`config.mk`:
```
export PLATFORM = sky130hd
export DESIGN_NAME = acc_ctrl
export DESIGN_NICKNAME = d
export VERILOG_FILES = /design/src/core/acc_pkg.sv /design/src/core/acc_ctrl.sv /design/src/core/acc_clkgen.sv
export SDC_FILE = /design/constraint.sdc
export NUM_CORES = 1
export LEC_CHECK = 0
export CAP_MARGIN = 15
export CORE_MARGIN = 5
export CORE_UTILIZATION = 60
export CTS_CLUSTER_SIZE = 30
export DETAILED_ROUTE_END_ITERATION = 6
export DONT_BUFFER_PORTS = 1
export GPL_ROUTABILITY_DRIVEN = 0
export PLACE_DENSITY = 0.76
export SYNTH_ARGS = -nofsm -noshare
export SYNTH_HDL_FRONTEND = slang
export SYNTH_SLANG_ARGS = --single-unit
```
`constraint.sdc`:
```
create_clock -name CLK -period 4.15 [get_ports CLK]
set_input_delay 0.415 -clock CLK [delete_from_list [all_inputs] [get_ports CLK]]
set_output_delay 0.415 -clock CLK [all_outputs]
set_load 0.05 [all_outputs]
```
`src/core/acc_pkg.sv`:
```
// package of constants and types for the converter conversion control block
package acc_pkg;
    // ------------------------------------------------------------
    // register byte offsets
    // ------------------------------------------------------------
    localparam logic [7:0] CTRL_OFS = 8'h00;
    localparam logic [7:0] CLK_OFS = 8'h04;
    localparam logic [7:0] TRIG_OFS = 8'h08;
    localparam logic [7:0] CHAN_OFS = 8'h0c;
    localparam logic [7:0] RES_OFS = 8'h10;
    localparam logic [7:0] PREV_OFS = 8'h14;
    localparam logic [7:0] ACC_OFS = 8'h18;
    localparam logic [7:0] ERR_OFS = 8'h1c;
    localparam logic [7:0] THR_OFS = 8'h20;
    localparam logic [7:0] STAT_OFS = 8'h24;
    localparam logic [7:0] IRQ_OFS = 8'h28;
    // control register bit positions
    localparam int CTRL_ON = 0;
    localparam int CTRL_GO = 1;
    localparam int CTRL_CONT = 2;
    localparam int CTRL_JUST = 3;
    localparam int CTRL_CS = 4;
    localparam int CTRL_PSIS = 5;
    localparam int CTRL_DSEN = 6;
    // status bit positions (write one to clear)
    localparam int ST_DONE = 0;
    localparam int ST_MATH = 1;
    localparam int ST_THR = 2;
    localparam int ST_PEND = 3;
    // irq enable register bit positions
    localparam int IE_CONV = 0;
    localparam int IE_PERI = 1;
    localparam int IE_GLOB = 2;
    // ------------------------------------------------------------
    // timing and reset values
    // ------------------------------------------------------------
    localparam int HALF_TAD_TOTAL = 23;          // 11.5 periods in half periods
    localparam int RC_HALF_CYCLES = 20;          // rc half period in system clocks
    localparam int INSTR_CYCLES = 4;             // one instruction cycle
    localparam logic [31:0] ZERO_RST = 32'h0000_0000;
    // trigger select encodings
    localparam logic [4:0] TRG_OFF = 5'h00;
    localparam logic [4:0] TRG_PIN = 5'h01;
    localparam logic [4:0] TRG_IOC = 5'h17;
    localparam logic [4:0] TRG_ERRH = 5'h1c;
    localparam logic [4:0] TRG_RESH = 5'h1d;
    localparam logic [4:0] TRG_CHAN = 5'h1f;
    localparam int TRG_SRC_N = 23;               // hardware sources 1 to 23
    typedef enum logic [1:0] {ACC_IDLE, ACC_DELAY, ACC_CONV} acc_state_t;
endpackage : acc_pkg

```
`src/core/acc_ctrl.sv`:
```
// converter conversion control with ahb-lite register slave
//
// Design decisions made here: the AHB-Lite interface to the registers and the register offsets.
`timescale 1ns/1ps
module acc_ctrl #(
    parameter int TRIG_W = 23
) (
    input wire logic CLK,
    input wire logic RST,
    input wire logic HSEL,
    input wire logic [31:0] HADDR,
    input wire logic [1:0] HTRANS,
    input wire logic HWRITE,
    input wire logic [2:0] HSIZE,
    input wire logic [31:0] HWDATA,
    input wire logic HREADY,
    output logic [31:0] HRDATA,
    output logic HREADYOUT,
    output logic HRESP,
    input wire logic [TRIG_W-1:0] TRIG_SRC,
    input wire logic TRIG_PIN,
    input wire logic SLEEP,
    input wire logic [9:0] SAMPLE_DATA,
    output logic SAMPLE_EN,
    output logic CONV_ACTIVE,
    output logic WAKE,
    output logic VECTOR_IRQ
);
    logic [6:0] ctrl_q;
    logic [5:0] div_q;
    logic [4:0] trig_sel_q;
    logic [5:0] chan_q;
    logic [9:0] res_q;
    logic [9:0] prev_q;
    logic [15:0] acc_q;
    logic [10:0] err_q;
    logic [9:0] thr_q;
    logic [3:0] stat_q;
    logic [2:0] ie_q;
    logic powered_q;
    logic dsen_phase_q;
    logic math_pend_q;
    acc_pkg::acc_state_t state_q;
    logic [4:0] half_cnt_q;
    logic [2:0] dly_q;
    logic [2:0] pin_sync_q;
    logic pin_lvl_q;
    logic [TRIG_W-1:0] src_q;
    logic trig_lvl_q;
    logic wr_q;
    logic rd_q;
    logic [7:0] addr_q;
    logic half_tick;
    logic trig_lvl;
    logic trig_edge;
    logic sw_evt;
    logic complete;
    logic ctrl_wr;
    logic [31:0] rd_word;

    // ----------------------------------------------------------------
    // bus slave: address phase capture, zero wait state answers
    // ----------------------------------------------------------------
    always_ff @(posedge CLK) begin
        if (RST) begin
            wr_q <= 1'b0;
            rd_q <= 1'b0;
            addr_q <= 8'h00;
        end else if (HREADY) begin
            wr_q <= HSEL && HTRANS[1] && HWRITE;
            rd_q <= HSEL && HTRANS[1] && !HWRITE;
            addr_q <= HADDR[7:0];
        end
    end

    assign HREADYOUT = 1'b1;
    assign HRESP = 1'b0;

    // read mux decodes the address phase so the word stands in the data phase
    always_comb begin
        if (HADDR[7:0] == acc_pkg::CTRL_OFS) begin
            rd_word = {25'h0, ctrl_q};
        end else if (HADDR[7:0] == acc_pkg::CLK_OFS) begin
            rd_word = {26'h0, div_q};
        end else if (HADDR[7:0] == acc_pkg::TRIG_OFS) begin
            rd_word = {27'h0, trig_sel_q};
        end else if (HADDR[7:0] == acc_pkg::CHAN_OFS) begin
            rd_word = {26'h0, chan_q};
        end else if (HADDR[7:0] == acc_pkg::RES_OFS) begin
            rd_word = ctrl_q[acc_pkg::CTRL_JUST] ? {22'h0, res_q}
                                                  : {16'h0, res_q, 6'h00};
        end else if (HADDR[7:0] == acc_pkg::PREV_OFS) begin
            rd_word = {22'h0, prev_q};
        end else if (HADDR[7:0] == acc_pkg::ACC_OFS) begin
            rd_word = {16'h0, acc_q};
        end else if (HADDR[7:0] == acc_pkg::ERR_OFS) begin
            rd_word = {21'h0, err_q};
        end else if (HADDR[7:0] == acc_pkg::THR_OFS) begin
            rd_word = {22'h0, thr_q};
        end else if (HADDR[7:0] == acc_pkg::STAT_OFS) begin
            rd_word = {28'h0, stat_q};
        end else if (HADDR[7:0] == acc_pkg::IRQ_OFS) begin
            rd_word = {29'h0, ie_q};
        end else begin
            rd_word = acc_pkg::ZERO_RST;
        end
    end

    // loaded at the accepted read's address phase, held until the next read
    always_ff @(posedge CLK) begin
        if (RST) begin
            HRDATA <= acc_pkg::ZERO_RST;
        end else if (HREADY && HSEL && HTRANS[1] && !HWRITE) begin
            HRDATA <= rd_word;
        end
    end

    // ----------------------------------------------------------------
    // plain configuration registers
    // ----------------------------------------------------------------
    always_ff @(posedge CLK) begin
        if (RST) begin
            div_q <= 6'h00;
            trig_sel_q <= acc_pkg::TRG_OFF;
            chan_q <= 6'h00;
            thr_q <= 10'h000;
            ie_q <= 3'h0;
        end else if (wr_q) begin
            if (addr_q == acc_pkg::CLK_OFS) begin
                div_q <= HWDATA[5:0];
            end else if (addr_q == acc_pkg::TRIG_OFS) begin
                trig_sel_q <= HWDATA[4:0];
            end else if (addr_q == acc_pkg::CHAN_OFS) begin
                chan_q <= HWDATA[5:0];
            end else if (addr_q == acc_pkg::THR_OFS) begin
                thr_q <= HWDATA[9:0];
            end else if (addr_q == acc_pkg::IRQ_OFS) begin
                ie_q <= HWDATA[2:0];
            end
        end
    end

    // ----------------------------------------------------------------
    // trigger selection and edge detection
    // ----------------------------------------------------------------
    // pin is asynchronous: three stages, a change counts when 2 and 3 agree
    always_ff @(posedge CLK) begin
        if (RST) begin
            pin_sync_q <= 3'h0;
            pin_lvl_q <= 1'b0;
            src_q <= '0;
        end else begin
            pin_sync_q <= {pin_sync_q[1:0], TRIG_PIN};
            if (pin_sync_q[1] == pin_sync_q[2]) begin
                pin_lvl_q <= pin_sync_q[2];
            end
            src_q <= TRIG_SRC;
        end
    end

    // software events are pulses, hardware sources are levels
    always_comb begin
        trig_lvl = 1'b0;
        sw_evt = 1'b0;
        if (trig_sel_q == acc_pkg::TRG_PIN) begin
            trig_lvl = pin_lvl_q;
        end else if (trig_sel_q >= 5'h02 && trig_sel_q <= acc_pkg::TRG_IOC) begin
            trig_lvl = src_q[trig_sel_q - 5'h01];
        end else if (trig_sel_q == acc_pkg::TRG_CHAN) begin
            sw_evt = wr_q && (addr_q == acc_pkg::CHAN_OFS);
        end else if (trig_sel_q == acc_pkg::TRG_RESH) begin
            sw_evt = rd_q && (addr_q == acc_pkg::RES_OFS);
        end else if (trig_sel_q == acc_pkg::TRG_ERRH) begin
            sw_evt = rd_q && (addr_q == acc_pkg::ERR_OFS);
        end
    end

    always_ff @(posedge CLK) begin
        if (RST) begin
            trig_lvl_q <= 1'b0;
        end else begin
            trig_lvl_q <= trig_lvl;
        end
    end

    assign trig_edge = (trig_lvl && !trig_lvl_q) || sw_evt;

    // ----------------------------------------------------------------
    // control register and go bit
    // ----------------------------------------------------------------
    assign ctrl_wr = wr_q && (addr_q == acc_pkg::CTRL_OFS);
    assign complete = (state_q == acc_pkg::ACC_CONV) && half_tick
                      && (half_cnt_q == 5'(acc_pkg::HALF_TAD_TOTAL - 1));

    // hardware set of go wins over a software write in the same cycle
    always_ff @(posedge CLK) begin
        if (RST) begin
            ctrl_q <= 7'h00;
        end else begin
            if (ctrl_wr) begin
                ctrl_q <= HWDATA[6:0];
            end else if (complete && !ctrl_q[acc_pkg::CTRL_CONT]) begin
                ctrl_q[acc_pkg::CTRL_GO] <= 1'b0;
            end
            if (ctrl_q[acc_pkg::CTRL_ON] && trig_edge
                && !(SLEEP && !ctrl_q[acc_pkg::CTRL_CS])) begin
                ctrl_q[acc_pkg::CTRL_GO] <= 1'b1;
            end else if (stat_q[acc_pkg::ST_PEND] && !SLEEP && ctrl_q[acc_pkg::CTRL_ON]) begin
                ctrl_q[acc_pkg::CTRL_GO] <= 1'b1;
            end
        end
    end

    // ----------------------------------------------------------------
    // conversion sequencer
    // ----------------------------------------------------------------
    acc_clkgen u_clkgen (
        .CLK(CLK),
        .RST(RST),
        .run(state_q == acc_pkg::ACC_CONV),
        .rc_sel(ctrl_q[acc_pkg::CTRL_CS]),
        .div_sel(div_q),
        .half_tick(half_tick)
    );

    // system clock stops in sleep, so only the rc clock keeps converting
    always_ff @(posedge CLK) begin
        if (RST) begin
            state_q <= acc_pkg::ACC_IDLE;
            half_cnt_q <= 5'h00;
            dly_q <= 3'h0;
        end else if (!ctrl_q[acc_pkg::CTRL_GO] || !ctrl_q[acc_pkg::CTRL_ON]
                     || (SLEEP && !ctrl_q[acc_pkg::CTRL_CS])) begin
            state_q <= acc_pkg::ACC_IDLE;
            half_cnt_q <= 5'h00;
        end else begin
            case (state_q)
                acc_pkg::ACC_IDLE: begin
                    half_cnt_q <= 5'h00;
                    dly_q <= 3'(acc_pkg::INSTR_CYCLES - 1);
                    state_q <= ctrl_q[acc_pkg::CTRL_CS] ? acc_pkg::ACC_DELAY
                                                         : acc_pkg::ACC_CONV;
                end
                acc_pkg::ACC_DELAY: begin
                    dly_q <= dly_q - 3'h1;
                    if (dly_q == 3'h0) begin
                        state_q <= acc_pkg::ACC_CONV;
                    end
                end
                acc_pkg::ACC_CONV: begin
                    if (half_tick) begin
                        half_cnt_q <= half_cnt_q + 5'h01;
                        if (complete) begin
                            half_cnt_q <= 5'h00;
                            state_q <= acc_pkg::ACC_IDLE;
                        end
                    end
                end
                default: state_q <= acc_pkg::ACC_IDLE;
            endcase
        end
    end

    // ----------------------------------------------------------------
    // result, previous, accumulator, error
    // ----------------------------------------------------------------
    always_ff @(posedge CLK) begin
        if (RST) begin
            res_q <= 10'h000;
            prev_q <= 10'h000;
            acc_q <= 16'h0000;
            dsen_phase_q <= 1'b0;
            math_pend_q <= 1'b0;
            err_q <= 11'h000;
        end else begin
            math_pend_q <= 1'b0;
            if (complete) begin
                if (!ctrl_q[acc_pkg::CTRL_PSIS]) begin
                    prev_q <= res_q;
                end
                res_q <= SAMPLE_DATA;
                acc_q <= acc_q + {6'h00, SAMPLE_DATA};
                dsen_phase_q <= ctrl_q[acc_pkg::CTRL_DSEN] ? !dsen_phase_q : 1'b0;
                math_pend_q <= !ctrl_q[acc_pkg::CTRL_DSEN] || dsen_phase_q;
            end
            if (math_pend_q) begin
                err_q <= {1'b0, res_q} - {1'b0, thr_q};
            end
        end
    end

    // ----------------------------------------------------------------
    // status flags: hardware set beats software clear
    // ----------------------------------------------------------------
    always_ff @(posedge CLK) begin
        if (RST) begin
            stat_q <= 4'h0;
        end else begin
            if (wr_q && addr_q == acc_pkg::STAT_OFS) begin
                stat_q <= stat_q & ~HWDATA[3:0];
            end
            if (complete) begin
                stat_q[acc_pkg::ST_DONE] <= 1'b1;
                stat_q[acc_pkg::ST_MATH] <= 1'b1;
            end
            if (math_pend_q && !err_q[10] && (res_q >= thr_q)) begin
                stat_q[acc_pkg::ST_THR] <= 1'b1;
            end
            if (ctrl_q[acc_pkg::CTRL_ON] && trig_edge && SLEEP && !ctrl_q[acc_pkg::CTRL_CS]) begin
                stat_q[acc_pkg::ST_PEND] <= 1'b1;
            end else if (!SLEEP && stat_q[acc_pkg::ST_PEND]) begin
                stat_q[acc_pkg::ST_PEND] <= 1'b0;
            end
        end
    end

    // ----------------------------------------------------------------
    // power, wake and vector outputs
    // ----------------------------------------------------------------
    always_ff @(posedge CLK) begin
        if (RST) begin
            powered_q <= 1'b0;
        end else if (complete && SLEEP && !ie_q[acc_pkg::IE_CONV]) begin
            powered_q <= 1'b0;
        end else if (!SLEEP || ctrl_wr) begin
            powered_q <= ctrl_q[acc_pkg::CTRL_ON];
        end
    end

    always_ff @(posedge CLK) begin
        if (RST) begin
            WAKE <= 1'b0;
            VECTOR_IRQ <= 1'b0;
        end else begin
            WAKE <= SLEEP && stat_q[acc_pkg::ST_DONE] && ie_q[acc_pkg::IE_CONV];
            VECTOR_IRQ <= stat_q[acc_pkg::ST_DONE] && (&ie_q);
        end
    end

    assign SAMPLE_EN = powered_q;
    assign CONV_ACTIVE = (state_q == acc_pkg::ACC_CONV);

    // ----------------------------------------------------------------
    // checks
    // ----------------------------------------------------------------
    done_sticky_a: assert property (@(posedge CLK) disable iff (RST)
        stat_q[0] && !(wr_q && addr_q == acc_pkg::STAT_OFS) |=> stat_q[0])
        else $error("done flag dropped without a clear");
    done_on_end_a: assert property (@(posedge CLK) disable iff (RST)
        complete |=> stat_q[0] && stat_q[1])
        else $error("done flag not set at completion");
    go_clear_a: assert property (@(posedge CLK) disable iff (RST)
        complete && !ctrl_q[2] && !ctrl_wr && !trig_edge |=> !ctrl_q[1])
        else $error("go not cleared after completion");
    result_load_a: assert property (@(posedge CLK) disable iff (RST)
        complete |=> res_q == $past(SAMPLE_DATA))
        else $error("result not loaded");
    abort_keep_a: assert property (@(posedge CLK) disable iff (RST)
        state_q == acc_pkg::ACC_CONV && !ctrl_q[1] |=> state_q == acc_pkg::ACC_IDLE
        && $stable(res_q))
        else $error("abort did not hold result");
    rc_delay_a: assert property (@(posedge CLK) disable iff (RST)
        state_q == acc_pkg::ACC_IDLE ##1 state_q == acc_pkg::ACC_DELAY
        |-> (state_q == acc_pkg::ACC_DELAY)[*3])
        else $error("rc start delay too short");
    pend_sleep_a: assert property (@(posedge CLK) disable iff (RST)
        SLEEP && !ctrl_q[4] |-> state_q != acc_pkg::ACC_CONV ##1 1)
        else $error("system clock conversion ran in sleep");
    trig_go_a: assert property (@(posedge CLK) disable iff (RST)
        ctrl_q[0] && trig_edge && !SLEEP |=> ctrl_q[1])
        else $error("trigger edge did not set go");
endmodule : acc_ctrl

```
`src/core/acc_clkgen.sv`:
```
// converter clock generator: half period enable from divider or rc source
`timescale 1ns/1ps
module acc_clkgen (
    input wire logic CLK,
    input wire logic RST,
    input wire logic run,
    input wire logic rc_sel,
    input wire logic [5:0] div_sel,
    output logic half_tick
);
    logic [7:0] cnt_q;
    logic [7:0] lim;

    // ----------------------------------------------------------------
    // half period length
    // ----------------------------------------------------------------
    // divide by 2*(n+1) means a half period of n+1 system clocks
    always_comb begin
        if (rc_sel) begin
            lim = 8'(acc_pkg::RC_HALF_CYCLES - 1);
        end else begin
            lim = {2'h0, div_sel};
        end
    end

    // counter restarts whenever no conversion runs, so phase is aligned
    always_ff @(posedge CLK) begin
        if (RST || !run) begin
            cnt_q <= 8'h00;
        end else if (cnt_q >= lim) begin
            cnt_q <= 8'h00;
        end else begin
            cnt_q <= cnt_q + 8'h01;
        end
    end

    assign half_tick = run && (cnt_q >= lim);
endmodule : acc_clkgen

```
==> reports/qor.txt <==
Nets@finish: 1120
Synth Flop Type: dfxtp_1
# diodes: 0
Critical-path cell list: inv_1 -> nand2_1 -> ha_1 -> a2111o_1 -> a31oi_1 -> o21ai_1 -> nand3_1 -> buf_4 -> o21ai_0 -> a21oi_1
CTS buffer count: 17
Hold buffer count at cts: 0
Die Height: 129 um
Worst skew pair latency: 0.43 ns
Register bit total from synthesis: 165
Area grow syn2layout: 6.51%
Worst-Margin Slew: 1.10 ns
CTS sink cnt: 165
Crit end category: register
Worst slew margin: 0.265
First-pass GRT wire length: 34700 um
Die Width: 129 um
Initial antenna violation count: 0
Crit-path max FO: 24
Clk pin slew, worst setup/hold paths: 0.07 ns
Placed instance area: 8460 sq um
Vias/cell: 6.12
Detailed-route via count: 7138
Cell area after synthesis: 8480 sq um
Buffers on Ports: 0
Worst Path Buf+Inv: 2
Routed WL: 22000 um
Top Family by Delay on Critical Path: compound AO/OA/AOI/OAI gates
Slowest stage cell, crit path: dfxtp_1
Grt ovf: 0
Placed insts: 1134
Fin. Hold Viols: 0
Register area share after synthesis: 0.390
# setup viols final: 0
CP required: 4.51 ns
Area contributors post-synth: dfxtp_1 39%, mux2i_1 5.6%, ha_1 5.3%, nor2_1 5.1%, a21oi_1 4.9%
Max-slew violation count: 0
Post-Synthesis Cells: 1002
Largest net degree at the start of global routing: 152
Crit-path max cell delay: 0.49 ns
Most instantiated library cell after synthesis: dfxtp_1
1st-iter DRT viols: 629
Post-CTS setup buffer count: 0
FMAX: 0.345 GHz
WL per Instance: 18.9 um
Synth top cells by count: 165 x dfxtp_1, 115 x nor2_1, 105 x nand2_1, 83 x a21oi_1, 47 x mux2i_1
EDFF count, synth: 0
Root Buffer: clkbuf_16
Longest Clk Path Bufs: 2
Post-route insts no fill: 1166
Netlist cell types: 79
Syn avg cell area: 8.46 sq um
H-tree levels: 4
Post-route cell area: 9030 sq um
RSZ-0062 raised after global routing: no
Syn. warnings: 0
Max VDD drop: 0.277 mV
Clock tree from TritonCTS: built
Crit path time final: 2.90 ns
DPL Wire Length: 15700 um
Arrival time worst endpoint: 3.26 ns
Clk_skew: 0.0113 ns
Wire length on met3: 2230 um
Final core utilization: 0.650
TritonRoute pass-1 iters: 5
Initial Utilization: 0.611
Crit path kind: reg2reg
Die ar.: 16600 sq um
Final antenna-violating net count: 0
Row cnt: 43
Yosys top cell area share: 0.390
Biggest area consumer among synthesized cells: dfxtp_1
GRT Total Usage: 0.268
Leakage: 3.18 nW
Post_cts resized: 0
HP Class: in2reg
Share of cells above drive strength 1: 0.0659
PD cells: 363 nW/um^2
DRC: 0
Critical Path Start Type: register
Top sig layer: met4
Core area: 13900 sq um
Setup TNS: 0 ns
Max cap viols: 0
Met1 Routed Length: 9280 um
Fin Hold WS: 0.0523 ns
Status: completed
IO Count: 147
Ys async rst share: 0
DR WL met2: 10000 um
Fin crit share: 0.698
Vias in the first global route: 6497
placed cells by master (no fill, tap or decap), types with 5 or more instances in the layout:
cell	n
a221oi_1	5
xnor2_1	12
a32oi_1	5
nand3_1	26
ha_1	36
dfxtp_1	165
clkbuf_16	17
o21ai_1	9
inv_1	36
buf_4	5
o22ai_1	8
o21ai_0	35
and2_1	5
a31oi_1	12
nand2_1	105
a22oi_1	5
nand3b_1	5
nor3_1	26
nor2b_1	37
o211ai_1	7
a211oi_1	14
xor2_1	13
conb_1	19
a21oi_1	83
mux2_2	7
nand2b_1	8
nand4_1	10
nor2_1	114
a21o_1	7
mux2i_1	47
sequential cells by signal, summed over array words and instances, names as in the netlist, 2 cells and up:
register / count
div_q: 6
chan_q: 6
res_q: 10
HRDATA: 16
u_clkgen.cnt_q: 8
prev_q: 10
ctrl_q: 7
err_q: 11
trig_sel_q: 5
ie_q: 3
thr_q: 10
dly_q: 3
addr_q: 8
stat_q: 4
acc_q: 16
src_q: 23
pin_sync_q: 3
half_cnt_q: 5
state_q: 2
final timing paths:
kind / from / endpoint / slack, ns / cells after the start
setup / recovery: ctrl_q[4] / prev_q[6] / 1.25 / 10
hold reg to reg: pin_sync_q[0] / pin_sync_q[1] / 0.44 / 1
hold / removal: RST / src_q[0] / 0.05 / 1
setup reg to reg: ctrl_q[4] / prev_q[6] / 1.25 / 10
metal layers:
metal  track usage  vias to the layer above
met5             0                        -
met4        0.0723                        0
met3        0.0847                       44
met2         0.424                      318
met1         0.356                     3341
li1              -                     3435
where the power goes:
group	internal (mW)	switching (mW)	total (mW)	leakage, nW
Clock	0.795	0.718	1.51	0.275
Combinational	0.0479	0.0871	0.135	1.57
Sequential	1.61	0.0272	1.63	1.34
Total	2.45	0.832	3.28	3.18
cell type report:
cell class              count  area [sq um]
fillers                  1199          4850
multi-input cells         745          4750
flip-flops and latches    165          3300
clock buffers              17           425
well taps                 180           225
inverters                  39           146
clock inverters            15           143
repair buffers              5          37.5
metrics by stage:
step	worst slack (ns)	total power, mW
global placement	1.35	1.80
finish	1.25	3.28
global route	1.03	3.38
CTS	1.29	3.30
floorplan	1.77	1.83
detailed placement	1.34	1.80
logic make-up (layout without fill, tap and decap cells):
kind of cell	count (synthesis)	in the layout	share of synthesized area
and+or+nand+nor	374	374	0.214
AOI/OAI and AO/OA	227	227	0.167
DFF	165	165	0.390
buffers and inverters	109	76	0.0586
muxes	62	62	0.0861
adders and majority gates	38	38	0.0579
xor gates and xnor gates	25	25	0.0258
other	2	19	0.000886
(Power assumes the default switching activity.)
